<file path="src/shared/spc_pkg.sv">
// constants shared by the serial port configuration block
package spc_pkg;

  // ----------------------------------------------------------------
  // register map (byte addresses on the apb bus)
  // ----------------------------------------------------------------
  localparam logic [7:0] ADDR_CTRL = 8'h00;    // configuration, latch controls, shared enables
  localparam logic [7:0] ADDR_STATUS = 8'h04;  // stored latch contents, read only

  // ----------------------------------------------------------------
  // control register fields
  // ----------------------------------------------------------------
  localparam int CTRL_LOOP_BIT = 0;             // loopback_on
  localparam int CTRL_CHOOSE_A_BIT = 1;         // rx_input_choose_a
  localparam int CTRL_CHOOSE_B_BIT = 2;         // rx_input_choose_b
  localparam int CTRL_THRESH_LSB = 4;           // detect_threshold_choose, two bits
  localparam int CTRL_DEV_RST_N_BIT = 8;        // device_reset_n, active low
  localparam int CTRL_LATCH_CTL_LSB = 16;       // three latch controls
  localparam int CTRL_ENABLE_BUS_LSB = 24;      // shared_enable_bus, four bits

  // ----------------------------------------------------------------
  // status register fields
  // ----------------------------------------------------------------
  localparam int STAT_OE_LSB = 0;               // driver enable latch
  localparam int STAT_RX_LSB = 4;               // receive power latch
  localparam int STAT_BIST_LSB = 8;             // self-test latch

  // ----------------------------------------------------------------
  // reset values of the control fields
  // ----------------------------------------------------------------
  localparam logic CTRL_LOOP_RST = 1'b0;
  localparam logic [1:0] CTRL_CHOOSE_RST = 2'h3;     // primary inputs selected
  localparam logic [1:0] CTRL_THRESH_RST = 2'h1;     // middle trip point
  localparam logic CTRL_DEV_RST_N_RST = 1'b1;        // device out of reset
  localparam logic [2:0] CTRL_LATCH_CTL_RST = 3'h0;  // all latches closed
  localparam logic [3:0] CTRL_ENABLE_BUS_RST = 4'h0;

  // ----------------------------------------------------------------
  // latch indices and their cleared contents
  // ----------------------------------------------------------------
  localparam int LATCH_OE = 0;                  // serial driver output enables
  localparam int LATCH_RX = 1;                  // receive channel power enables
  localparam int LATCH_BIST = 2;                // self-test enables, low means self-test
  localparam int LATCH_COUNT = 3;
  localparam logic [11:0] LATCH_CLEAR_VALUES = {4'hF, 4'h0, 4'h0};  // bist cleared to normal mode
  localparam logic [2:0] LATCH_CLEAR_WHEN_OPEN = 3'h3;              // bist only clears while closed

  // ----------------------------------------------------------------
  // three-level amplitude threshold codes
  // ----------------------------------------------------------------
  localparam logic [1:0] THRESH_LOW = 2'h0;
  localparam logic [1:0] THRESH_MID = 2'h1;
  localparam logic [1:0] THRESH_HIGH = 2'h2;

  // ----------------------------------------------------------------
  // shared enable bit assignment, two bits per target naming a bus bit
  // ----------------------------------------------------------------
  localparam logic [7:0] DRV_MAP = {2'h3, 2'h2, 2'h1, 2'h0};   // drivers a1, a2, b1, b2 from bit 0 up
  localparam logic [3:0] RX_MAP = {2'h2, 2'h0};                // receive channel a, b
  localparam logic [7:0] BIST_MAP = {2'h3, 2'h2, 2'h1, 2'h0};  // tx a, tx b, rx a, rx b

endpackage

</file>
<file path="src/shared/spc_latch_if.sv">
// carrier between the top and one enable latch
interface spc_latch_if;
  logic ctl;          // latch control, high means transparent
  logic [3:0] bus;    // shared enable bus
  logic dev_rst;      // device reset sampled low
  logic [3:0] value;  // stored enables

  modport owner (output ctl, output bus, output dev_rst, input value);
  modport store (input ctl, input bus, input dev_rst, output value);
endinterface

</file>
<file path="src/rtl/spc_enable_latch.sv">
// one clocked transparent enable latch fed from the shared enable bus
module spc_enable_latch #(
  parameter logic [3:0] CLEAR_VALUE = 4'h0,
  parameter logic CLEAR_WHEN_OPEN = 1'b1
) (
  input wire logic clk_i,
  input wire logic rst_i,
  spc_latch_if.store port
);

  // ----------------------------------------------------------------
  // storage
  // ----------------------------------------------------------------
  // the latch is modelled as a flop tracking the bus each clock while open;
  // this costs one cycle of latency but keeps the design free of real latches
  always_ff @(posedge clk_i) begin
    if (rst_i) begin
      port.value <= CLEAR_VALUE;
    end else if (port.dev_rst && (CLEAR_WHEN_OPEN || !port.ctl)) begin
      port.value <= CLEAR_VALUE;
    end else if (port.ctl) begin
      port.value <= port.bus;
    end
  end
endmodule

</file>
<file path="src/rtl/spc_top.sv">
// serial port configuration: input select, threshold, loopback and enable latches
//
// Notes on behaviour
// selector high feeds primary input to recovery
// three-level setting picks amplitude detect threshold
// loopback routes each channel's transmit into receive
// loopback forces drivers one, ignores serial inputs
// open driver latch: bit high enables driver
// driver latch holds bus when control falls
// device reset clears driver latch, drivers off
// open power latch: bit high powers channel
// power latch stores bus when control falls
// device reset clears power latch, channels off
// open self-test latch: bit low selects self-test
// self-test latch stores bus when control falls
// reset while closed clears self-test everywhere
// device reset sampled on clock rising edge
// shared bus passes open latch, captured on close
// host keeps bus stable around control fall
// fixed parameter maps enable bits to targets
//
// The APB register port and the placing of the registers were chosen for this implementation.
module spc_top (
  input wire logic SYS_CLK_I,
  input wire logic SYS_RST_I,
  input wire logic PSEL_I,
  input wire logic PENABLE_I,
  input wire logic PWRITE_I,
  input wire logic [7:0] PADDR_I,
  input wire logic [31:0] PWDATA_I,
  output logic [31:0] PRDATA_O,
  output logic PREADY_O,
  output logic PSLVERR_O,
  input wire logic [1:0] TX_SERIAL_I,
  input wire logic [1:0] PRIMARY_SERIAL_IN_I,
  input wire logic [1:0] SECONDARY_SERIAL_IN_I,
  output logic [1:0] CLOCK_DATA_RECOVERY_O,
  output logic [3:0] SERIAL_DRIVER_OUT_O,
  output logic [3:0] DRV_ENABLE_O,
  output logic [1:0] RX_POWER_O,
  output logic [1:0] TX_SELFTEST_N_O,
  output logic [1:0] RX_SELFTEST_N_O,
  output logic [1:0] DETECT_THRESHOLD_O
);

  // ----------------------------------------------------------------
  // control state
  // ----------------------------------------------------------------
  localparam int LATCH_COUNT_L = spc_pkg::LATCH_COUNT;  // latches fed by the shared bus
  logic loopback_on;                       // all-port loopback
  logic [1:0] rx_input_choose;             // bit 0 channel a, bit 1 channel b
  logic [1:0] detect_threshold_choose;     // three-level amplitude setting
  logic device_reset_n;                    // software image of the device reset
  logic dev_rst_seen;                      // reset as sampled on the clock
  logic [2:0] latch_ctl;                   // one control per latch
  logic [3:0] shared_enable_bus;           // bus feeding all three latches
  logic [3:0] latch_val [LATCH_COUNT_L];   // stored contents per latch
  logic wr_ctrl;                           // write strobe for the control word
  logic setup;                             // apb setup phase
  logic [31:0] next_rdata;                 // read data chosen at setup
  logic next_slverr;                       // unmapped address flag

  // ----------------------------------------------------------------
  // apb slave
  // ----------------------------------------------------------------
  // zero wait states: read data and error are registered during setup
  // so they are already stable when the access phase samples them
  assign PREADY_O = 1'b1;
  assign setup = PSEL_I && !PENABLE_I;
  assign wr_ctrl = PSEL_I && PENABLE_I && PWRITE_I && (PADDR_I == spc_pkg::ADDR_CTRL);

  // read multiplexer, unmapped addresses read zero
  // a write to the status word reads back nothing and raises no error
  always_comb begin
    next_rdata = 32'h0000_0000;
    next_slverr = 1'b0;
    case (PADDR_I)
      spc_pkg::ADDR_CTRL: begin
        next_rdata[spc_pkg::CTRL_LOOP_BIT] = loopback_on;
        next_rdata[spc_pkg::CTRL_CHOOSE_A_BIT] = rx_input_choose[0];
        next_rdata[spc_pkg::CTRL_CHOOSE_B_BIT] = rx_input_choose[1];
        next_rdata[spc_pkg::CTRL_THRESH_LSB +: 2] = detect_threshold_choose;
        next_rdata[spc_pkg::CTRL_DEV_RST_N_BIT] = device_reset_n;
        next_rdata[spc_pkg::CTRL_LATCH_CTL_LSB +: 3] = latch_ctl;
        next_rdata[spc_pkg::CTRL_ENABLE_BUS_LSB +: 4] = shared_enable_bus;
      end
      spc_pkg::ADDR_STATUS: begin
        next_rdata[spc_pkg::STAT_OE_LSB +: 4] = latch_val[spc_pkg::LATCH_OE];
        next_rdata[spc_pkg::STAT_RX_LSB +: 4] = latch_val[spc_pkg::LATCH_RX];
        next_rdata[spc_pkg::STAT_BIST_LSB +: 4] = latch_val[spc_pkg::LATCH_BIST];
      end
      default: begin
        next_slverr = 1'b1;  // no register here
      end
    endcase
  end

  // read data and error flop, captured at setup
  always_ff @(posedge SYS_CLK_I) begin
    if (SYS_RST_I) begin
      PRDATA_O <= 32'h0000_0000;
      PSLVERR_O <= 1'b0;
    end else if (setup) begin
      PRDATA_O <= PWRITE_I ? 32'h0000_0000 : next_rdata;
      PSLVERR_O <= next_slverr && !(PWRITE_I && PADDR_I == spc_pkg::ADDR_STATUS) ? next_slverr : 1'b0;
    end
  end

  // ----------------------------------------------------------------
  // control register
  // ----------------------------------------------------------------
  // writes to the status word are ignored; it only reflects latch state
  always_ff @(posedge SYS_CLK_I) begin
    if (SYS_RST_I) begin
      loopback_on <= spc_pkg::CTRL_LOOP_RST;
      rx_input_choose <= spc_pkg::CTRL_CHOOSE_RST;
      detect_threshold_choose <= spc_pkg::CTRL_THRESH_RST;
      device_reset_n <= spc_pkg::CTRL_DEV_RST_N_RST;
      latch_ctl <= spc_pkg::CTRL_LATCH_CTL_RST;
      shared_enable_bus <= spc_pkg::CTRL_ENABLE_BUS_RST;
    end else if (wr_ctrl) begin
      loopback_on <= PWDATA_I[spc_pkg::CTRL_LOOP_BIT];
      rx_input_choose <= {PWDATA_I[spc_pkg::CTRL_CHOOSE_B_BIT], PWDATA_I[spc_pkg::CTRL_CHOOSE_A_BIT]};
      detect_threshold_choose <= PWDATA_I[spc_pkg::CTRL_THRESH_LSB +: 2];
      device_reset_n <= PWDATA_I[spc_pkg::CTRL_DEV_RST_N_BIT];
      latch_ctl <= PWDATA_I[spc_pkg::CTRL_LATCH_CTL_LSB +: 3];
      shared_enable_bus <= PWDATA_I[spc_pkg::CTRL_ENABLE_BUS_LSB +: 4];
    end
  end

  // ----------------------------------------------------------------
  // device reset sampling
  // ----------------------------------------------------------------
  // one clock edge samples the reset level; the latches act on the sample
  // trade-off: this adds one cycle before the latches clear, but keeps the
  // clear decision off the raw register output
  always_ff @(posedge SYS_CLK_I) begin
    if (SYS_RST_I) begin
      dev_rst_seen <= 1'b0;
    end else begin
      dev_rst_seen <= !device_reset_n;
    end
  end

  // ----------------------------------------------------------------
  // the three enable latches
  // ----------------------------------------------------------------
  // the self-test latch ignores a device reset while it is open, so a host
  // can hold a test setting through reset; the other two clear regardless
  spc_latch_if lif [LATCH_COUNT_L] ();

  generate
    for (genvar g = 0; g < LATCH_COUNT_L; g++) begin : g_latch
      assign lif[g].ctl = latch_ctl[g];
      assign lif[g].bus = shared_enable_bus;
      assign lif[g].dev_rst = dev_rst_seen;
      assign latch_val[g] = lif[g].value;
      spc_enable_latch #(
        .CLEAR_VALUE(spc_pkg::LATCH_CLEAR_VALUES[4*g +: 4]),
        .CLEAR_WHEN_OPEN(spc_pkg::LATCH_CLEAR_WHEN_OPEN[g])
      ) u_latch (
        .clk_i(SYS_CLK_I),
        .rst_i(SYS_RST_I),
        .port(lif[g].store)
      );
    end
  endgenerate

  // ----------------------------------------------------------------
  // enable bit assignment to drivers and channels
  // ----------------------------------------------------------------
  // the mapping tables live in the package so a board can reorder bits
  generate
    for (genvar d = 0; d < 4; d++) begin : g_drv
      // driver enable, high enables and low powers down
      assign DRV_ENABLE_O[d] = latch_val[spc_pkg::LATCH_OE][spc_pkg::DRV_MAP[2*d +: 2]];
    end
    for (genvar c = 0; c < 2; c++) begin : g_chan
      // receive power, high active and low power saving
      assign RX_POWER_O[c] = latch_val[spc_pkg::LATCH_RX][spc_pkg::RX_MAP[2*c +: 2]];
      // self-test, low generates or checks the test pattern
      assign TX_SELFTEST_N_O[c] = latch_val[spc_pkg::LATCH_BIST][spc_pkg::BIST_MAP[2*c +: 2]];
      assign RX_SELFTEST_N_O[c] = latch_val[spc_pkg::LATCH_BIST][spc_pkg::BIST_MAP[2*c+4 +: 2]];
    end
  endgenerate

  // ----------------------------------------------------------------
  // receive input selection and loopback
  // ----------------------------------------------------------------
  // loopback takes priority; external inputs are then not looked at
  always_ff @(posedge SYS_CLK_I) begin
    if (SYS_RST_I) begin
      CLOCK_DATA_RECOVERY_O <= 2'h0;
    end else begin
      for (int c = 0; c < 2; c++) begin
        if (loopback_on) begin
          CLOCK_DATA_RECOVERY_O[c] <= TX_SERIAL_I[c];
        end else if (rx_input_choose[c]) begin
          CLOCK_DATA_RECOVERY_O[c] <= PRIMARY_SERIAL_IN_I[c];
        end else begin
          CLOCK_DATA_RECOVERY_O[c] <= SECONDARY_SERIAL_IN_I[c];
        end
      end
    end
  end

  // ----------------------------------------------------------------
  // serial drivers
  // ----------------------------------------------------------------
  // drivers 0,1 belong to channel a and 2,3 to channel b; a powered down
  // driver shows zero, loopback overrides with a steady one
  always_ff @(posedge SYS_CLK_I) begin
    if (SYS_RST_I) begin
      SERIAL_DRIVER_OUT_O <= 4'h0;
    end else begin
      for (int d = 0; d < 4; d++) begin
        if (loopback_on) begin
          SERIAL_DRIVER_OUT_O[d] <= 1'b1;
        end else begin
          SERIAL_DRIVER_OUT_O[d] <= DRV_ENABLE_O[d] && TX_SERIAL_I[d/2];
        end
      end
    end
  end

  // ----------------------------------------------------------------
  // amplitude threshold select
  // ----------------------------------------------------------------
  // the unused fourth code falls back to the middle trip point
  always_ff @(posedge SYS_CLK_I) begin
    if (SYS_RST_I) begin
      DETECT_THRESHOLD_O <= spc_pkg::THRESH_MID;
    end else begin
      case (detect_threshold_choose)
        spc_pkg::THRESH_LOW: DETECT_THRESHOLD_O <= spc_pkg::THRESH_LOW;
        spc_pkg::THRESH_HIGH: DETECT_THRESHOLD_O <= spc_pkg::THRESH_HIGH;
        default: DETECT_THRESHOLD_O <= spc_pkg::THRESH_MID;
      endcase
    end
  end
endmodule

</file>
<file path="config.mk">
export PLATFORM = sky130hd
export DESIGN_NAME = spc_top
export DESIGN_NICKNAME = d
export VERILOG_FILES = /design/src/shared/spc_pkg.sv /design/src/shared/spc_latch_if.sv /design/src/rtl/spc_enable_latch.sv /design/src/rtl/spc_top.sv
export SDC_FILE = /design/constraint.sdc
export NUM_CORES = 1
export LEC_CHECK = 0
export BUFFER_PORTS_ARGS = -buffer_cell sky130_fd_sc_hd__clkbuf_2
export CELL_PAD_IN_SITES_DETAIL_PLACEMENT = 0
export CELL_PAD_IN_SITES_GLOBAL_PLACEMENT = 1
export CORE_MARGIN = 2
export CORE_UTILIZATION = 30
export CTS_BUF_LIST = sky130_fd_sc_hd__clkbuf_8 sky130_fd_sc_hd__clkbuf_16
export CTS_CLUSTER_DIAMETER = 100
export CTS_CLUSTER_SIZE = 16
export DETAILED_ROUTE_END_ITERATION = 8
export GPL_ROUTABILITY_DRIVEN = 0
export HOLD_SLACK_MARGIN = 0.15
export MAX_ROUTING_LAYER = met4
export PLACE_DENSITY = 0.72
export SETUP_SLACK_MARGIN = 0.05
export SYNTH_ARGS = -nofsm -noshare
export SYNTH_HDL_FRONTEND = slang
export SYNTH_SLANG_ARGS = --single-unit
</file>
<file path="constraint.sdc">
create_clock -name SYS_CLK_I -period 3.1 [get_ports SYS_CLK_I]
set_input_delay 0.93 -clock SYS_CLK_I [delete_from_list [all_inputs] [get_ports SYS_CLK_I]]
set_output_delay 0.93 -clock SYS_CLK_I [all_outputs]
set_load 0.005 [all_outputs]
</file>
==> out/qor.csv <==
metric,value,unit
kind of critical path,input port to register,
CTS clock-pin slew for the worst setup and hold paths,0.09,ns
final number of setup-violating endpoints,0,
Mapped Cells,219,
leak pwr,1.26,nW
Initial Utilization,31.4,%
fin crit period,2.20,ns
Worst Path Required,3.28,ns
Final ANT Viol Nets,0,
DP Area,0.00249,mm^2
Cell variety after synth,30,
DRT Wirelength,4900,um
fmax,0.454,GHz
vias in the first global route,1479,
clk sinks,54,
Worst Skew,0.00666,ns
Crit-path slowest cell,or4_4,
crit path max fanout,17,
Worst Setup End Kind,register,
post-synthesis mux area share,8.81,%
Synth Cell Area,0.00216,mm^2
die width,88.8,um
Final Hold Viols,0,
DRC viols,0,
clock latency on the worst-skew pair,0.30,ns
routed vias/inst,4.39,
"Seq/Total Area, Yosys",50.1,%
IO Pins,103,
ant diodes,0,
crit start category,input port,
gr ovfl total,0,
GRT Resource Usage Total,12.9,%
number of vias in the routed layout,1654,
adder-cell share of the synthesized area,0,%
DRT Pass-1 Iters,4,
status,"finished, final reports clean",
simple-gate share of the synthesized area,17.9,%
P&R area growth vs syn,19.7,%
num rows,30,
XOR/XNOR Fraction of Synth Area,0,%
Num CTS Buffers,5,
setup TNS,0,ns
Post-CTS Setup Inserts,0,
Post-DP HPWL,3630,um
largest family of logic cells by synthesized area,simple AND/OR/NAND/NOR gates,
post-synthesis compound-gate area fraction,12.8,%
Core ar.,0.00687,mm^2
CTS tree,yes,
Die ar.,0.00789,mm^2
CTS Root Cell,clkbuf_8,
final net count,331,
share of cells above drive strength 1,32.0,%
crit-path max cell delay,0.57,ns
Worst EP arrival,2.39,ns
pwr dens,445,mW/mm^2
largest net degree at the start of global routing,40,
routed length per instance,13.0,um
cell area after layout,0.00258,mm^2
period utilisation layout,71.1,%
clock buffer depth,2,
number of antenna violations at the first check in global routing,0,
YS warnings,0,
max cap viols,0,
Iter 0 DRT Violations,58,
PostCTS Resize Cnt,0,
worst-path cell chain,"clkbuf_2, or4_4, or3_4, mux2i_1, nor2_1",
Max VDD drop,0.165,mV
mean post-synth cell area,9.86,um^2
Placed Cells,369,
final cell count without fillers,377,
Max Slew Vio Count,0,
CTS H-tree depth,2,
PortBufs,69,
#FFs+latches synth,54,
first-pass GRT wire length,7520,um
Hold Path Class,register to register,
unrepaired setup endpoints after global routing,no,
Hold Buf Count CTS,0,
Die Y,88.8,um
## worst max-delay path, delay by kind of cell
family	cells	cell delay [ns]
AND/OR/NAND/NOR	3	1.17
multiplexers	1	0.19
buffers and inverters	1	0.08
## final timing paths
kind              cells after the start                       end  slack, ns               start
hold reg to reg                       1              dev_rst_seen       0.44      device_reset_n
setup / recovery                      5             lif[0].bus[3]       0.90          PADDR_I[5]
setup reg to reg                      4  CLOCK_DATA_RECOVERY_O[1]       2.12  rx_input_choose[1]
hold / removal                        1              dev_rst_seen       0.44      device_reset_n
## power breakdown
group | switching (mW) | internal (mW)
clock | 0.218 | 0.177
combinational | 0.0335 | 0.0240
sequential | 0.000909 | 0.695
total | 0.253 | 0.897
## cell usage after synthesis, drive strengths merged
master	instances	share of area [%]
or4bb	1	0.52
nor2	45	7.8
nor2b	5	1.4
and2	1	0.29
buf	22	8.2
mux2i	19	8.8
conb	2	0.35
nor3	11	3.5
dfxtp	54	50
clkbuf	10	1.7
a22oi	13	4.5
a22o	6	2.4
o21bai	4	1.4
or4	1	0.52
and2b	1	0.35
a21oi	10	2.3
nor4b	1	1.1
or3	2	0.81
nand2b	1	0.29
a21o	6	2.1
inv	1	0.17
or2	1	0.29
nand4b	1	0.41
nor4	1	0.58
## routing by layer
metal / track usage (%) / wire length, um
met5: - / 0
met4: 3.72 / 53
met3: 2.99 / 236
met2: 19.5 / 2250
met1: 17.3 / 2360
## through the flow
stage	power [mW]	hold WS [ns]	util (%)	worst slack, ns
4_1_cts	1.16	0.440	37.6	0.888
5_1_grt	1.20	0.483	37.6	0.829
2_1_floorplan	0.754	0.405	-	0.560
3_5_place_dp	0.770	0.424	36.3	0.561
6_report	1.15	0.436	37.6	0.896
3_3_place_gp	0.770	0.425	36.3	0.570
## registers in the layout, summed over array words and instances (netlist names)
| register | cells |
|---|---|
| DETECT_THRESHOLD_O | 2 |
| CLOCK_DATA_RECOVERY_O | 2 |
| g_latch.u_latch.port.value | 12 |
| loopback_on | 1 |
| lif.bus | 4 |
| PRDATA_O | 19 |
| dev_rst_seen | 1 |
| device_reset_n | 1 |
| latch_ctl | 3 |
| SERIAL_DRIVER_OUT_O | 4 |
| detect_threshold_choose | 2 |
| PSLVERR_O | 1 |
| rx_input_choose | 2 |
## logic make-up after synthesis
group,count (synthesis)
flops,54
mux,19
other cells,2
simple gates,72
compound gates,39
buf+inv,33
## final cells by class
cell class / instances / area (um^2)
Fill cell: 721 / 4290
Sequential cell: 54 / 1080
Multi-Input combinational cell: 144 / 905
Timing Repair Buffer: 74 / 383
Tap cell: 96 / 120
Clock buffer: 6 / 82.6
Clock inverter: 2 / 8.76
Inverter: 1 / 3.75
## layout by cell type, fill, tap and decap left out, drive strengths merged, types with 2 or more instances in the layout
cell type,netlist,final
nor2b,5,5
a22o,6,6
buf,22,5
conb,2,14
a22oi,13,13
inv,1,2
clkbuf,10,75
a21o,6,6
nor2,45,45
mux2i,19,19
nor3,11,11
a21oi,10,10
o21bai,4,4
dfxtp,54,54
or3,2,2
No activity file was read; power rests on OpenSTA's default activity.
